## config.mk

```make
export PLATFORM = sky130hd
export DESIGN_NAME = rtib_irq_bank
export DESIGN_NICKNAME = d
export VERILOG_FILES = /design/src/rtib_pkg.sv /design/src/rtib_irq_bank.sv
export VERILOG_INCLUDE_DIRS = /design/src
export SDC_FILE = /design/constraint.sdc
export NUM_CORES = 1
export LEC_CHECK = 0
export ABC_CLOCK_PERIOD_IN_PS = 1200
export BUFFER_PORTS_ARGS = -buffer_cell sky130_fd_sc_hd__buf_4
export CAP_MARGIN = 20
export CORE_ASPECT_RATIO = 0.5
export CORE_UTILIZATION = 48
export CTS_CLUSTER_SIZE = 14
export DETAILED_ROUTE_END_ITERATION = 10
export PLACE_DENSITY = 0.82
export RECOVER_POWER = 50
export SLEW_MARGIN = 20
export SYNTH_ARGS = -nofsm -noshare
export SYNTH_HDL_FRONTEND = slang
export SYNTH_SLANG_ARGS = --single-unit
```

## constraint.sdc

```tcl
create_clock -name i_core_clk -period 1.2 [get_ports i_core_clk]
set_input_delay 0.12 -clock i_core_clk [delete_from_list [all_inputs] [get_ports i_core_clk]]
set_output_delay 0.12 -clock i_core_clk [all_outputs]
set_load 0.1 [all_outputs]
```

## src/rtib_params.svh

```systemverilog
`ifndef RTIB_PARAMS_SVH
`define RTIB_PARAMS_SVH

// Register offsets on the serial control register port
`define RTIB_ADDR_RAMP_STS 8'h0e
`define RTIB_ADDR_RAMP_MSK 8'h0f
`define RTIB_ADDR_RAMP_SNS 8'h10
`define RTIB_ADDR_LIN_STS 8'h18
`define RTIB_ADDR_LIN_MSK 8'h19
`define RTIB_ADDR_LIN_SNS 8'h1a
`define RTIB_ADDR_THM_STS 8'h20
`define RTIB_ADDR_THM_MSK 8'h21
`define RTIB_ADDR_THM_SNS 8'h22

// Field positions inside the thermal registers
`define RTIB_THM_LOW_BIT 0
`define RTIB_THM_HIGH_BIT 2

// Reset values: masks come up set, everything else clear
`define RTIB_RST_RAMP_MSK 2'h3
`define RTIB_RST_LIN_MSK 3'h7
`define RTIB_RST_THM_MSK 2'h3
`define RTIB_RST_STS 8'h00

`endif

```

## src/rtib_pkg.sv

```systemverilog
package rtib_pkg;

  // One access from the serial control interface
  typedef struct packed {
    logic rd;
    logic wr;
    logic [7:0] addr;
    logic [7:0] wdata;
  } rtib_req_s;

  // Raw condition levels from the analogue side
  typedef struct packed {
    logic [1:0] die_above;
    logic [2:0] lin_ilim_live;
    logic [1:0] ramp_active;
  } rtib_live_s;

  // Whole state of the interrupt bank
  typedef struct packed {
    logic [6:0] sync1;
    logic [6:0] sync2;
    logic [6:0] prev;
    logic [1:0] ramp_sts;
    logic [1:0] ramp_msk;
    logic [2:0] lin_sts;
    logic [2:0] lin_msk;
    logic [1:0] thm_sts;
    logic [1:0] thm_msk;
    logic [7:0] rdata;
    logic irq_n;
  } rtib_state_s;

endpackage

```

## src/rtib_irq_bank.sv

```systemverilog
// Summary of operation
// - Each finished voltage ramp on buck one or buck two sets its ramp-done event.
// - Ramp-done status holds buck one in bit 0, buck two in bit 1.
// - A status bit clears when the host reads it or writes 1 there.
// - A set status bit stays at 1 until cleared, whatever the condition does.
// - Mask 0 lets a set status bit pull the interrupt low; 1 blocks it.
// - Ramp-done masks sit in bits 0 and 1 and reset to masked.
// - Ramp sense shows 1 per buck while its ramp is running, reset 0.
// - Linear fault status latches current-limit events of regulators one to three.
// - Linear fault masks sit in bits 0 to 2 and reset to masked.
// - Linear fault sense shows the live fault level of each regulator.
// - Thermal status latches 110 and 125 degree crossings, either direction, bits 0, 2.
// - Thermal masks sit in bits 0 and 2, reset to 1.
`timescale 1ns/1ns
`include "rtib_params.svh"

module rtib_irq_bank (
  input wire logic i_core_clk,
  input wire logic i_reset_n,
  input wire rtib_pkg::rtib_req_s i_req,
  input wire rtib_pkg::rtib_live_s i_live,
  output logic [7:0] o_reg_rdata,
  output logic o_irq_out_n
);
  import rtib_pkg::*;

  localparam int NUM_SRC = 7;

  rtib_state_s st_r;
  rtib_state_s st_nxt;

  logic [NUM_SRC-1:0] rise_w;
  logic [NUM_SRC-1:0] fall_w;
  logic [NUM_SRC-1:0] live_w;

  // Flatten the live levels so one loop can treat every source alike
  assign live_w = i_live;

  // Edge detectors work on the second synchroniser stage and its delayed copy
  genvar gi;
  generate
    for (gi = 0; gi < NUM_SRC; gi++) begin : g_edge
      assign rise_w[gi] = st_r.sync2[gi] & ~st_r.prev[gi];
      assign fall_w[gi] = st_r.prev[gi] & ~st_r.sync2[gi];
    end
  endgenerate

  // Next-state logic for the whole bank
  always_comb begin
    logic [1:0] ramp_set;
    logic [2:0] lin_set;
    logic [1:0] thm_set;
    logic [1:0] ramp_clr;
    logic [2:0] lin_clr;
    logic [1:0] thm_clr;
    logic [7:0] thm_rd;
    logic pend;
    ramp_set = 2'h0;
    lin_set = 3'h0;
    thm_set = 2'h0;
    ramp_clr = 2'h0;
    lin_clr = 3'h0;
    thm_clr = 2'h0;
    thm_rd = 8'h00;
    pend = 1'b0;
    st_nxt = st_r;

    // Two flops on every analogue level before any logic looks at it
    st_nxt.sync1 = live_w;
    st_nxt.sync2 = st_r.sync1;
    st_nxt.prev = st_r.sync2;

    // A ramp is done when its in-progress level drops, one event per change
    ramp_set = fall_w[1:0];
    // Current limit is flagged on the fault's arrival
    lin_set = rise_w[4:2];
    // Thermal crossings count both ways
    thm_set = rise_w[6:5] | fall_w[6:5];

    // Read-to-clear takes exactly the bits the host was shown
    if (i_req.rd) begin
      case (i_req.addr)
        `RTIB_ADDR_RAMP_STS: begin
          ramp_clr = st_r.ramp_sts;
        end
        `RTIB_ADDR_LIN_STS: begin
          lin_clr = st_r.lin_sts;
        end
        `RTIB_ADDR_THM_STS: begin
          thm_clr = st_r.thm_sts;
        end
        default: begin
          ramp_clr = 2'h0;
        end
      endcase
    end

    // Writes: ones clear status, masks take the written bits
    if (i_req.wr) begin
      case (i_req.addr)
        `RTIB_ADDR_RAMP_STS: begin
          ramp_clr = ramp_clr | i_req.wdata[1:0];
        end
        `RTIB_ADDR_LIN_STS: begin
          lin_clr = lin_clr | i_req.wdata[2:0];
        end
        `RTIB_ADDR_THM_STS: begin
          thm_clr[0] = thm_clr[0] | i_req.wdata[`RTIB_THM_LOW_BIT];
          thm_clr[1] = thm_clr[1] | i_req.wdata[`RTIB_THM_HIGH_BIT];
        end
        `RTIB_ADDR_RAMP_MSK: begin
          st_nxt.ramp_msk = i_req.wdata[1:0];
        end
        `RTIB_ADDR_LIN_MSK: begin
          st_nxt.lin_msk = i_req.wdata[2:0];
        end
        `RTIB_ADDR_THM_MSK: begin
          st_nxt.thm_msk[0] = i_req.wdata[`RTIB_THM_LOW_BIT];
          st_nxt.thm_msk[1] = i_req.wdata[`RTIB_THM_HIGH_BIT];
        end
        default: begin
          st_nxt.rdata = st_nxt.rdata; // Sense and unmapped offsets ignore writes
        end
      endcase
    end

    // Sticky update; a new event beats a clear in the same cycle
    st_nxt.ramp_sts = (st_r.ramp_sts & ~ramp_clr) | ramp_set;
    st_nxt.lin_sts = (st_r.lin_sts & ~lin_clr) | lin_set;
    st_nxt.thm_sts = (st_r.thm_sts & ~thm_clr) | thm_set;

    // Read data is registered and holds until the next read
    if (i_req.rd) begin
      case (i_req.addr)
        `RTIB_ADDR_RAMP_STS: begin
          st_nxt.rdata = {6'h00, st_r.ramp_sts};
        end
        `RTIB_ADDR_RAMP_MSK: begin
          st_nxt.rdata = {6'h00, st_r.ramp_msk};
        end
        `RTIB_ADDR_RAMP_SNS: begin
          st_nxt.rdata = {6'h00, st_r.sync2[1:0]};
        end
        `RTIB_ADDR_LIN_STS: begin
          st_nxt.rdata = {5'h00, st_r.lin_sts};
        end
        `RTIB_ADDR_LIN_MSK: begin
          st_nxt.rdata = {5'h00, st_r.lin_msk};
        end
        `RTIB_ADDR_LIN_SNS: begin
          st_nxt.rdata = {5'h00, st_r.sync2[4:2]};
        end
        `RTIB_ADDR_THM_STS: begin
          thm_rd[`RTIB_THM_LOW_BIT] = st_r.thm_sts[0];
          thm_rd[`RTIB_THM_HIGH_BIT] = st_r.thm_sts[1];
          st_nxt.rdata = thm_rd;
        end
        `RTIB_ADDR_THM_MSK: begin
          thm_rd[`RTIB_THM_LOW_BIT] = st_r.thm_msk[0];
          thm_rd[`RTIB_THM_HIGH_BIT] = st_r.thm_msk[1];
          st_nxt.rdata = thm_rd;
        end
        `RTIB_ADDR_THM_SNS: begin
          thm_rd[`RTIB_THM_LOW_BIT] = st_r.sync2[5];
          thm_rd[`RTIB_THM_HIGH_BIT] = st_r.sync2[6];
          st_nxt.rdata = thm_rd;
        end
        default: begin
          st_nxt.rdata = 8'h00; // Unmapped offsets read zero
        end
      endcase
    end

    // Output follows the next status so the pin needs no extra cycle
    pend = |(st_nxt.ramp_sts & ~st_nxt.ramp_msk) |
           |(st_nxt.lin_sts & ~st_nxt.lin_msk) |
           |(st_nxt.thm_sts & ~st_nxt.thm_msk);
    st_nxt.irq_n = ~pend;
  end

  // The only state register; masks come up set so nothing fires after reset
  always_ff @(posedge i_core_clk or negedge i_reset_n) begin
    if (!i_reset_n) begin
      st_r <= '0;
      // Status reset value is byte wide; each group keeps only its own bits
      st_r.ramp_sts <= 2'(`RTIB_RST_STS);
      st_r.lin_sts <= 3'(`RTIB_RST_STS);
      st_r.thm_sts <= 2'(`RTIB_RST_STS);
      st_r.ramp_msk <= `RTIB_RST_RAMP_MSK;
      st_r.lin_msk <= `RTIB_RST_LIN_MSK;
      st_r.thm_msk <= `RTIB_RST_THM_MSK;
      st_r.irq_n <= 1'b1;
    end else begin
      st_r <= st_nxt;
    end
  end

  // Ports straight from the state flops
  assign o_reg_rdata = st_r.rdata;
  assign o_irq_out_n = st_r.irq_n;
endmodule // rtib_irq_bank

```

==> flow_summary_export.csv, run 1 <==
group,metric,value,unit
timing,period_needed,1.55,ns
floorplanning,die_area,3810,µm²
global_route,grt_first_pass_wirelength,6530,µm
logic_synthesis,yosys-top-cells-count,"dfrtp_1, inv_1, buf_4, mux2i_1",
floorplanning,floorplan.initialDensity,0.535,
clock_tree,cts.sinks,39,
pwr,vdd_ir_drop_max,811,µV
logic_synthesis,synth_area,1710,µm²
clock_tree,clk_pin_slew,0.07,ns
timing,worst_pin_slew,0.824,ns
logic_synthesis,ys_seq_area_frac,0.578,
place,gp_congestion,0.931,
clock_tree,tritoncts.num_buffers,5,
critical_path,cpLargestDelayFamily,"simple AND/OR/NAND/NOR gates",
timing,slew-limit-headroom,0.451,
logic_synthesis,synth.avg_cell_area,12.2,µm²
routing,route.detailed.vias_per_inst,5.50,
clock_tree,cts_tree,"done",
global_route,all_layer_gr_usage,0.243,
final_layout,antenna_cells,0,
place,worst_slack_after_detailed_placement,-0.691,ns
critical_path,worst_ep_arrival_time,1.77,ns
final_layout,final_net_count,231,
timing,fin_crit_sh,1.29,
floorplanning,placeable_core_area,3190,µm²
timing,finalSetupTns,-0.643,ns
logic_synthesis,synth_fa_ha_area_frac,0,
logic_synthesis,synthSimpleGateAreaFrac,0.106,
routing,routed_wirelength,4510,µm
routing,wl_per_cell,17.8,µm
critical_path,cp_num_buf_inv,2,
final_layout,final_cell_count_no_fill,253,
floorplanning,die_width,86.3,µm
critical_path,setup.worst_path.class,"primary input to flop",
pwr,standby_leakage_power,1.14,nW
floorplanning,placementRows,14,
worst_hold_path,hold-path-cell-count,2,
floorplanning,num_io_pins,36,
global_route,first_global_vias,1350,
timing,max_freq,646,MHz
run,max-cap-violations,0,
logic_synthesis,synth.yosys.warnings,0,
final_layout,area_growth_syn_to_layout,46.3,%
critical_path,setup.worst_path.end_class,"flop",
pwr,power_per_cell_area,1170,nW/µm²
place,io_buffers,25,
critical_path,reg2regPathDepth,5,
run_status,run_status,"finished with violations",
timing,unrepaired_setup_endpoints_after_global_routing,"true",
logic_synthesis,netlist-cell-type-count,39,
final_layout,multi_input_area,787,µm²
global_route,grt-ovfl-total,0,
logic_synthesis,yosys-mux-area-fraction,0.0792,
routing,drt_drc_violations_left,0,
place,hpwl,2770,µm
routing,routed-via-count,1392,
floorplanning,fp.dieH,44.2,µm
logic_synthesis,library_cell_with_the_highest_instance_count_after_synthesis,"dfrtp_1",
logic_synthesis,synth_enable_flop_cells,0,
critical_path,crit_fanout,5,
critical_path,worst-path-stages,7,
place,placed_cells,233,
run_status,violations_in_the_final_reports,"setup timing",
final_layout,drive_above_1_share,0.502,
routing,ant_nets,0,
clock_tree,cts.path.max_buffers,2,
final_layout,fillers,197,
logic_synthesis,synth.largest_area_cell,"dfrtp_1",
global_route,grt_start_max_net_pins,40,
critical_path,crit_required,1.42,ns
final_layout,final-seq-area,986,µm²
routing,first_iter_violations,136,
logic_synthesis,synth_top_family_by_area,"compound AO/OA/AOI/OAI gates",
timing,hold_viol_final,0,
pwr,finalPower,2.91,mW
logic_synthesis,yosys.area_share.xor_xnor,0.0103,
critical_path,cp_slowest_stage_delay,0.44,ns
clock_tree,htree_num_levels,2,
logic_synthesis,ys_top_cells_by_area,"dfrtp_1, dfstp_2, mux2i_1",
routing,drt_pass1_iterations,4,
worst_hold_path,class_of_the_worst_hold_path,"primary input to flop",
logic_synthesis,ys_async_sr_fraction,1.00,
critical_path,crit_slowest_cell,"or3_4",
global_route,grt_antenna_before_repair,0,
clock_tree,clkLatencyLatePin,0.30,ns
logic_synthesis,gate_count_of_the_mapped_netlist,140,
timing,final-setup-viol-count,7,
timing,finalMaxSlewViolations,0,
timing,worst_clock_skew,0.0110,ns
logic_synthesis,synth-seq-cells,39,
logic_synthesis,compound_gate_fraction_of_synth_area,0.150,
logic_synthesis,ys_dominant_reg_cell,"dfrtp_1",
critical_path,critical_path.cell_chain,"buf_6 > or3_4 > nor3_2 > buf_4 > mux2_2 > a21oi_1 > nor4_2",
critical_path,startpoint_type,"primary input",
timing,post-route-worst-setup-slack,-0.349,ns
logic_synthesis,yosysTopAreaCellShare,0.455,
clock_tree,clock-root-buffer,"clkbuf_8",
==> worst paths after layout <==
check / start / endpoint / slack, ns
setup / recovery: i_req[15] / o_irq_out_n$_DFF_PN1_ / -0.35
hold / removal: i_req[2] / st_r[15]$_DFF_PN1_ / 0.15
setup reg to reg: st_nxt[25]$_DFF_PN0_ / o_reg_rdata[0]$_DFFE_PN0P_ / -0.17
hold reg to reg: st_nxt[34]$_DFF_PN0_ / st_nxt[27]$_DFF_PN0_ / 0.35
max in group asynchronous: i_reset_n / o_reg_rdata[0]$_DFFE_PN0P_ / 0.20
min in group asynchronous: i_reset_n / st_r[21]$_DFF_PN0_ / 0.48
==> per-layer routing <==
layer | share of wire | up-vias | track usage
met5 | 0 | - | 0
met4 | 0.045 | 0 | 0.103
met3 | 0.083 | 20 | 0.0560
met2 | 0.43 | 87 | 0.376
met1 | 0.44 | 663 | 0.338
li1 | - | 622 | -
==> placed cells by master, fill, tap and decap left out, types with 4 or more instances in the layout <==
cell / n
mux2_2: 4
a21oi_1: 7
buf_4: 44
clkbuf_8: 5
dfrtp_1: 31
dfstp_2: 8
buf_6: 4
mux2i_1: 8
conb_1: 5
nor2_1: 4
dlygate4sd3_1: 8
nand2_1: 5
clkbuf_4: 7
inv_1: 11
==> flip-flops by register name, summed over array words and instances, names as in the netlist <==
register     flops
o_reg_rdata      3
st_r            21
o_irq_out_n      1
st_nxt          14
==> final cells by class <==
class                      instances  area share
sequential                        39       0.395
multi-input combinational         83       0.315
timing repair buffer              64       0.205
clock buffer                       6      0.0291
tap                               48      0.0240
inverter                          11      0.0165
clock inverter                     2      0.0150
==> cells by family after synthesis <==
| logic type | Yosys count |
|---|---|
| DFF | 39 |
| AOI/OAI and AO/OA | 34 |
| and+or+nand+nor | 28 |
| buffers and inverters | 23 |
| muxes | 13 |
| xor gates and xnor gates | 2 |
| other | 1 |
==> stage by stage <==
| stage | hold slack, ns | cell area, µm² | util |
|---|---|---|---|
| floorplan | -0.176 | 1730 | - |
| global placement | 0.108 | 2100 | 0.657 |
| detailed placement | 0.113 | 2100 | 0.657 |
| CTS | 0.105 | 2350 | 0.737 |
| global route | 0.134 | 2500 | 0.783 |
| finish | 0.149 | 2500 | 0.783 |
==> timing repair <==
action	4_1_cts	5_1_grt
hold endpoints to repair	38	0
setup buffers	1	2
resized for setup	11	22
hold buffers	8	0
pin swaps	3	9
setup endpoints to repair	10	10
cloned	1	0
==> where the power goes <==
part           leakage [nW]  switching, mW  internal [mW]  total [mW]
Clock                0.0514          0.469          0.620        1.09
Combinational         0.658          0.246          0.173       0.419
Sequential            0.431         0.0306           1.37        1.40
No activity file was read; power rests on OpenSTA's default activity.
==> inputs of run 2 (changes only) <==
--- a/config.mk
+++ b/config.mk
@@ -10,10 +10,11 @@
 export BUFFER_PORTS_ARGS = -buffer_cell sky130_fd_sc_hd__buf_4
 export CAP_MARGIN = 20
 export CORE_ASPECT_RATIO = 0.5
-export CORE_UTILIZATION = 48
+export CORE_UTILIZATION = 50
+export CTS_BUF_LIST = sky130_fd_sc_hd__clkbuf_8
 export CTS_CLUSTER_SIZE = 14
 export DETAILED_ROUTE_END_ITERATION = 10
-export PLACE_DENSITY = 0.82
+export PLACE_DENSITY = 0.85
 export RECOVER_POWER = 50
 export SLEW_MARGIN = 20
 export SYNTH_ARGS = -nofsm -noshare
==> run 2 against run 1 <==
The run still ends with setup timing left. Critical path depth decreased by 1. Sequential power barely moved. Cell count decreased by 1.6%. Clock power hardly changed.
==> flow_summary_export.csv, run 2 (same netlist as run 1, synthesis figures left out) <==
group,metric,value,unit
worst_hold_path,class_of_the_worst_hold_path,"primary input to flop",
floorplanning,floorplan.initialDensity,0.547,
critical_path,worst_ep_arrival_time,1.77,ns
timing,worst_clock_skew,0.00385,ns
floorplanning,num_io_pins,36,
place,worst_slack_after_detailed_placement,-0.696,ns
critical_path,critical_path.most_common_cell,"or3_4",
critical_path,cp_slowest_stage_delay,0.44,ns
final_layout,largest_register_ffs,21,
final_layout,layout.cells.most_common_list,"buf_4, dfrtp_1, inv_1",
critical_path,setup.worst_path.class,"primary input to flop",
place,placed_cells,230,
critical_path,crit_slowest_cell,"or3_4",
clock_tree,clock-root-buffer,"clkbuf_8",
timing,unrepaired_setup_endpoints_after_global_routing,"true",
timing,finalMaxSlewViolations,0,
final_layout,final_core_util,0.791,
run,max-cap-violations,0,
timing,final-setup-viol-count,9,
routing,first_iter_violations,212,
floorplanning,placeable_core_area,3120,µm²
final_layout,final_cell_count_no_fill,249,
critical_path,crit_required,1.41,ns
global_route,grt_start_max_net_pins,40,
final_layout,layout_commonest_cell,"buf_4",
timing,period_needed,1.55,ns
run_status,violations_in_the_final_reports,"setup timing",
timing,finalSetupTns,-1.67,ns
routing,drt_drc_violations_left,0,
clock_tree,clk_pin_slew,0.08,ns
worst_hold_path,hold-path-cell-count,2,
routing,ant_nets,0,
global_route,grt-ovfl-total,0,
place,postPlaceCellArea,2120,µm²
clock_tree,clkLatencyLatePin,0.30,ns
final_layout,postLayoutCellArea,2460,µm²
routing,wl_per_cell,20.4,µm
global_route,all_layer_gr_usage,0.264,
timing,hold_viol_final,0,
place,gp_congestion,0.880,
floorplanning,die_width,84.6,µm
run_status,run_status,"finished with violations",
critical_path,rrSetupSlack,-0.19,ns
timing,worst_pin_slew,0.951,ns
final_layout,drive_above_1_share,0.493,
final_layout,regMostFlops,"st_r",
place,hpwl,2910,µm
floorplanning,die_area,3660,µm²
floorplanning,placementRows,14,
timing,hold_ws,0.130,ns
critical_path,startpoint_type,"primary input",
final_layout,area_growth_syn_to_layout,44.4,%
clock_tree,htree_num_levels,2,
critical_path,reg2regPathDepth,5,
routing,routed_wirelength,5080,µm
clock_tree,cts.path.max_buffers,2,
clock_tree,cts.sinks,39,
critical_path,setup.worst_path.end_class,"flop",
timing,slew-limit-headroom,0.366,
clock_tree,tritoncts.num_buffers,5,
timing,post-route-worst-setup-slack,-0.354,ns
clock_tree,cts_tree,"done",
routing,drt_pass1_iterations,7,
global_route,first_global_vias,1405,
global_route,grt_first_pass_wirelength,6990,µm
critical_path,source_of_the_worst_register_to_register_timing_path,"st_nxt[25]$_DFF_PN0_",
timing,max_freq,644,MHz
pwr,vdd_ir_drop_max,1020,µV
routing,route.detailed.vias_per_inst,6.07,
routing,routed-via-count,1511,
pwr,power_per_cell_area,1190,nW/µm²
critical_path,crit_fanout,5,
critical_path,reg2reg_to,"o_reg_rdata[0]$_DFFE_PN0P_",
place,io_buffers,25,
worst_hold_path,min-delay-start,"i_req[2]",
pwr,standby_leakage_power,1.14,nW
timing,fin_crit_sh,1.29,
worst_hold_path,whs_endpoint,"st_r[15]$_DFF_PN1_",
global_route,grt_antenna_before_repair,0,
floorplanning,fp.dieH,43.3,µm
final_layout,final_net_count,235,
critical_path,critical_path.cell_chain,"buf_6 > or3_4 > or3_4 > mux2i_2 > a221o_1 > nor4_2",
pwr,finalPower,2.94,mW
final_layout,antenna_cells,0,
[run 2: cell types whose count changed in the layout (fill, tap and decap cells not counted), moves of 2 or more]
| cell | previous run | this run |
|---|---|---|
| nor4_4 | 2 | 0 |
| a2bb2oi_2 | 2 | 0 |
| mux2_4 | 0 | 2 |
| o31ai_2 | 0 | 2 |
| mux2_2 | 4 | 2 |
| a2bb2oi_1 | 0 | 2 |
| o31ai_4 | 2 | 0 |
[run 2: final cells by class]
| class | count | area, µm² |
|---|---|---|
| Sequential cell | 39 | 986 |
| Multi-Input combinational cell | 83 | 726 |
| Fill cell | 170 | 653 |
| Timing Repair Buffer | 68 | 547 |
| Clock buffer | 5 | 68.8 |
| Tap cell | 40 | 50.0 |
| Clock inverter | 3 | 46.3 |
| Inverter | 11 | 41.3 |
[run 2: worst max path at each step]
stage	from	endpoint	slack [ns]	cells after the start
3_5_place_dp	i_req[15]	o_irq_out_n$_DFF_PN1_	-0.70	6
2_1_floorplan	i_req[15]	o_irq_out_n$_DFF_PN1_	-0.48	6
6_report	i_req[10]	o_irq_out_n$_DFF_PN1_	-0.35	6
3_3_place_gp	i_req[15]	o_irq_out_n$_DFF_PN1_	-0.65	6
5_1_grt	i_req[11]	o_irq_out_n$_DFF_PN1_	-0.42	7
4_1_cts	i_req[10]	o_irq_out_n$_DFF_PN1_	-0.35	6
[run 2: per-layer routing]
metal / up-vias / wire length [µm] / global-route usage / part of all wire
met2: 123 / 2280 / 0.444 / 0.45
li1: 631 / - / - / -
met3: 38 / 488 / 0.0700 / 0.096
met4: 0 / 274 / 0.0746 / 0.054
met5: - / 0 / 0 / 0
met1: 719 / 2030 / 0.347 / 0.40
[run 2: what timing repair did]
action,CTS,global route
hold buffers,8,0
hold endpoints to repair,38,0
setup endpoints to repair,12,14
pin swaps,3,2
setup buffers,0,2
cloned,1,0
gates resized for setup,9,18
[run 2: worst max-delay path: cells and delay by family]
kind                   cells  cell delay (ns)
AOI/OAI and AO/OA          1             0.34
buffers and inverters      1             0.10
and+or+nand+nor            3             1.01
muxes                      1             0.19
[run 2: power breakdown]
part           switching [mW]  total, mW  leakage, nW  internal [mW]
registers              0.0326       1.40        0.431           1.37
logic                   0.244      0.418        0.653          0.174
clock network           0.490       1.12       0.0548          0.626
total                   0.767       2.94         1.14           2.17
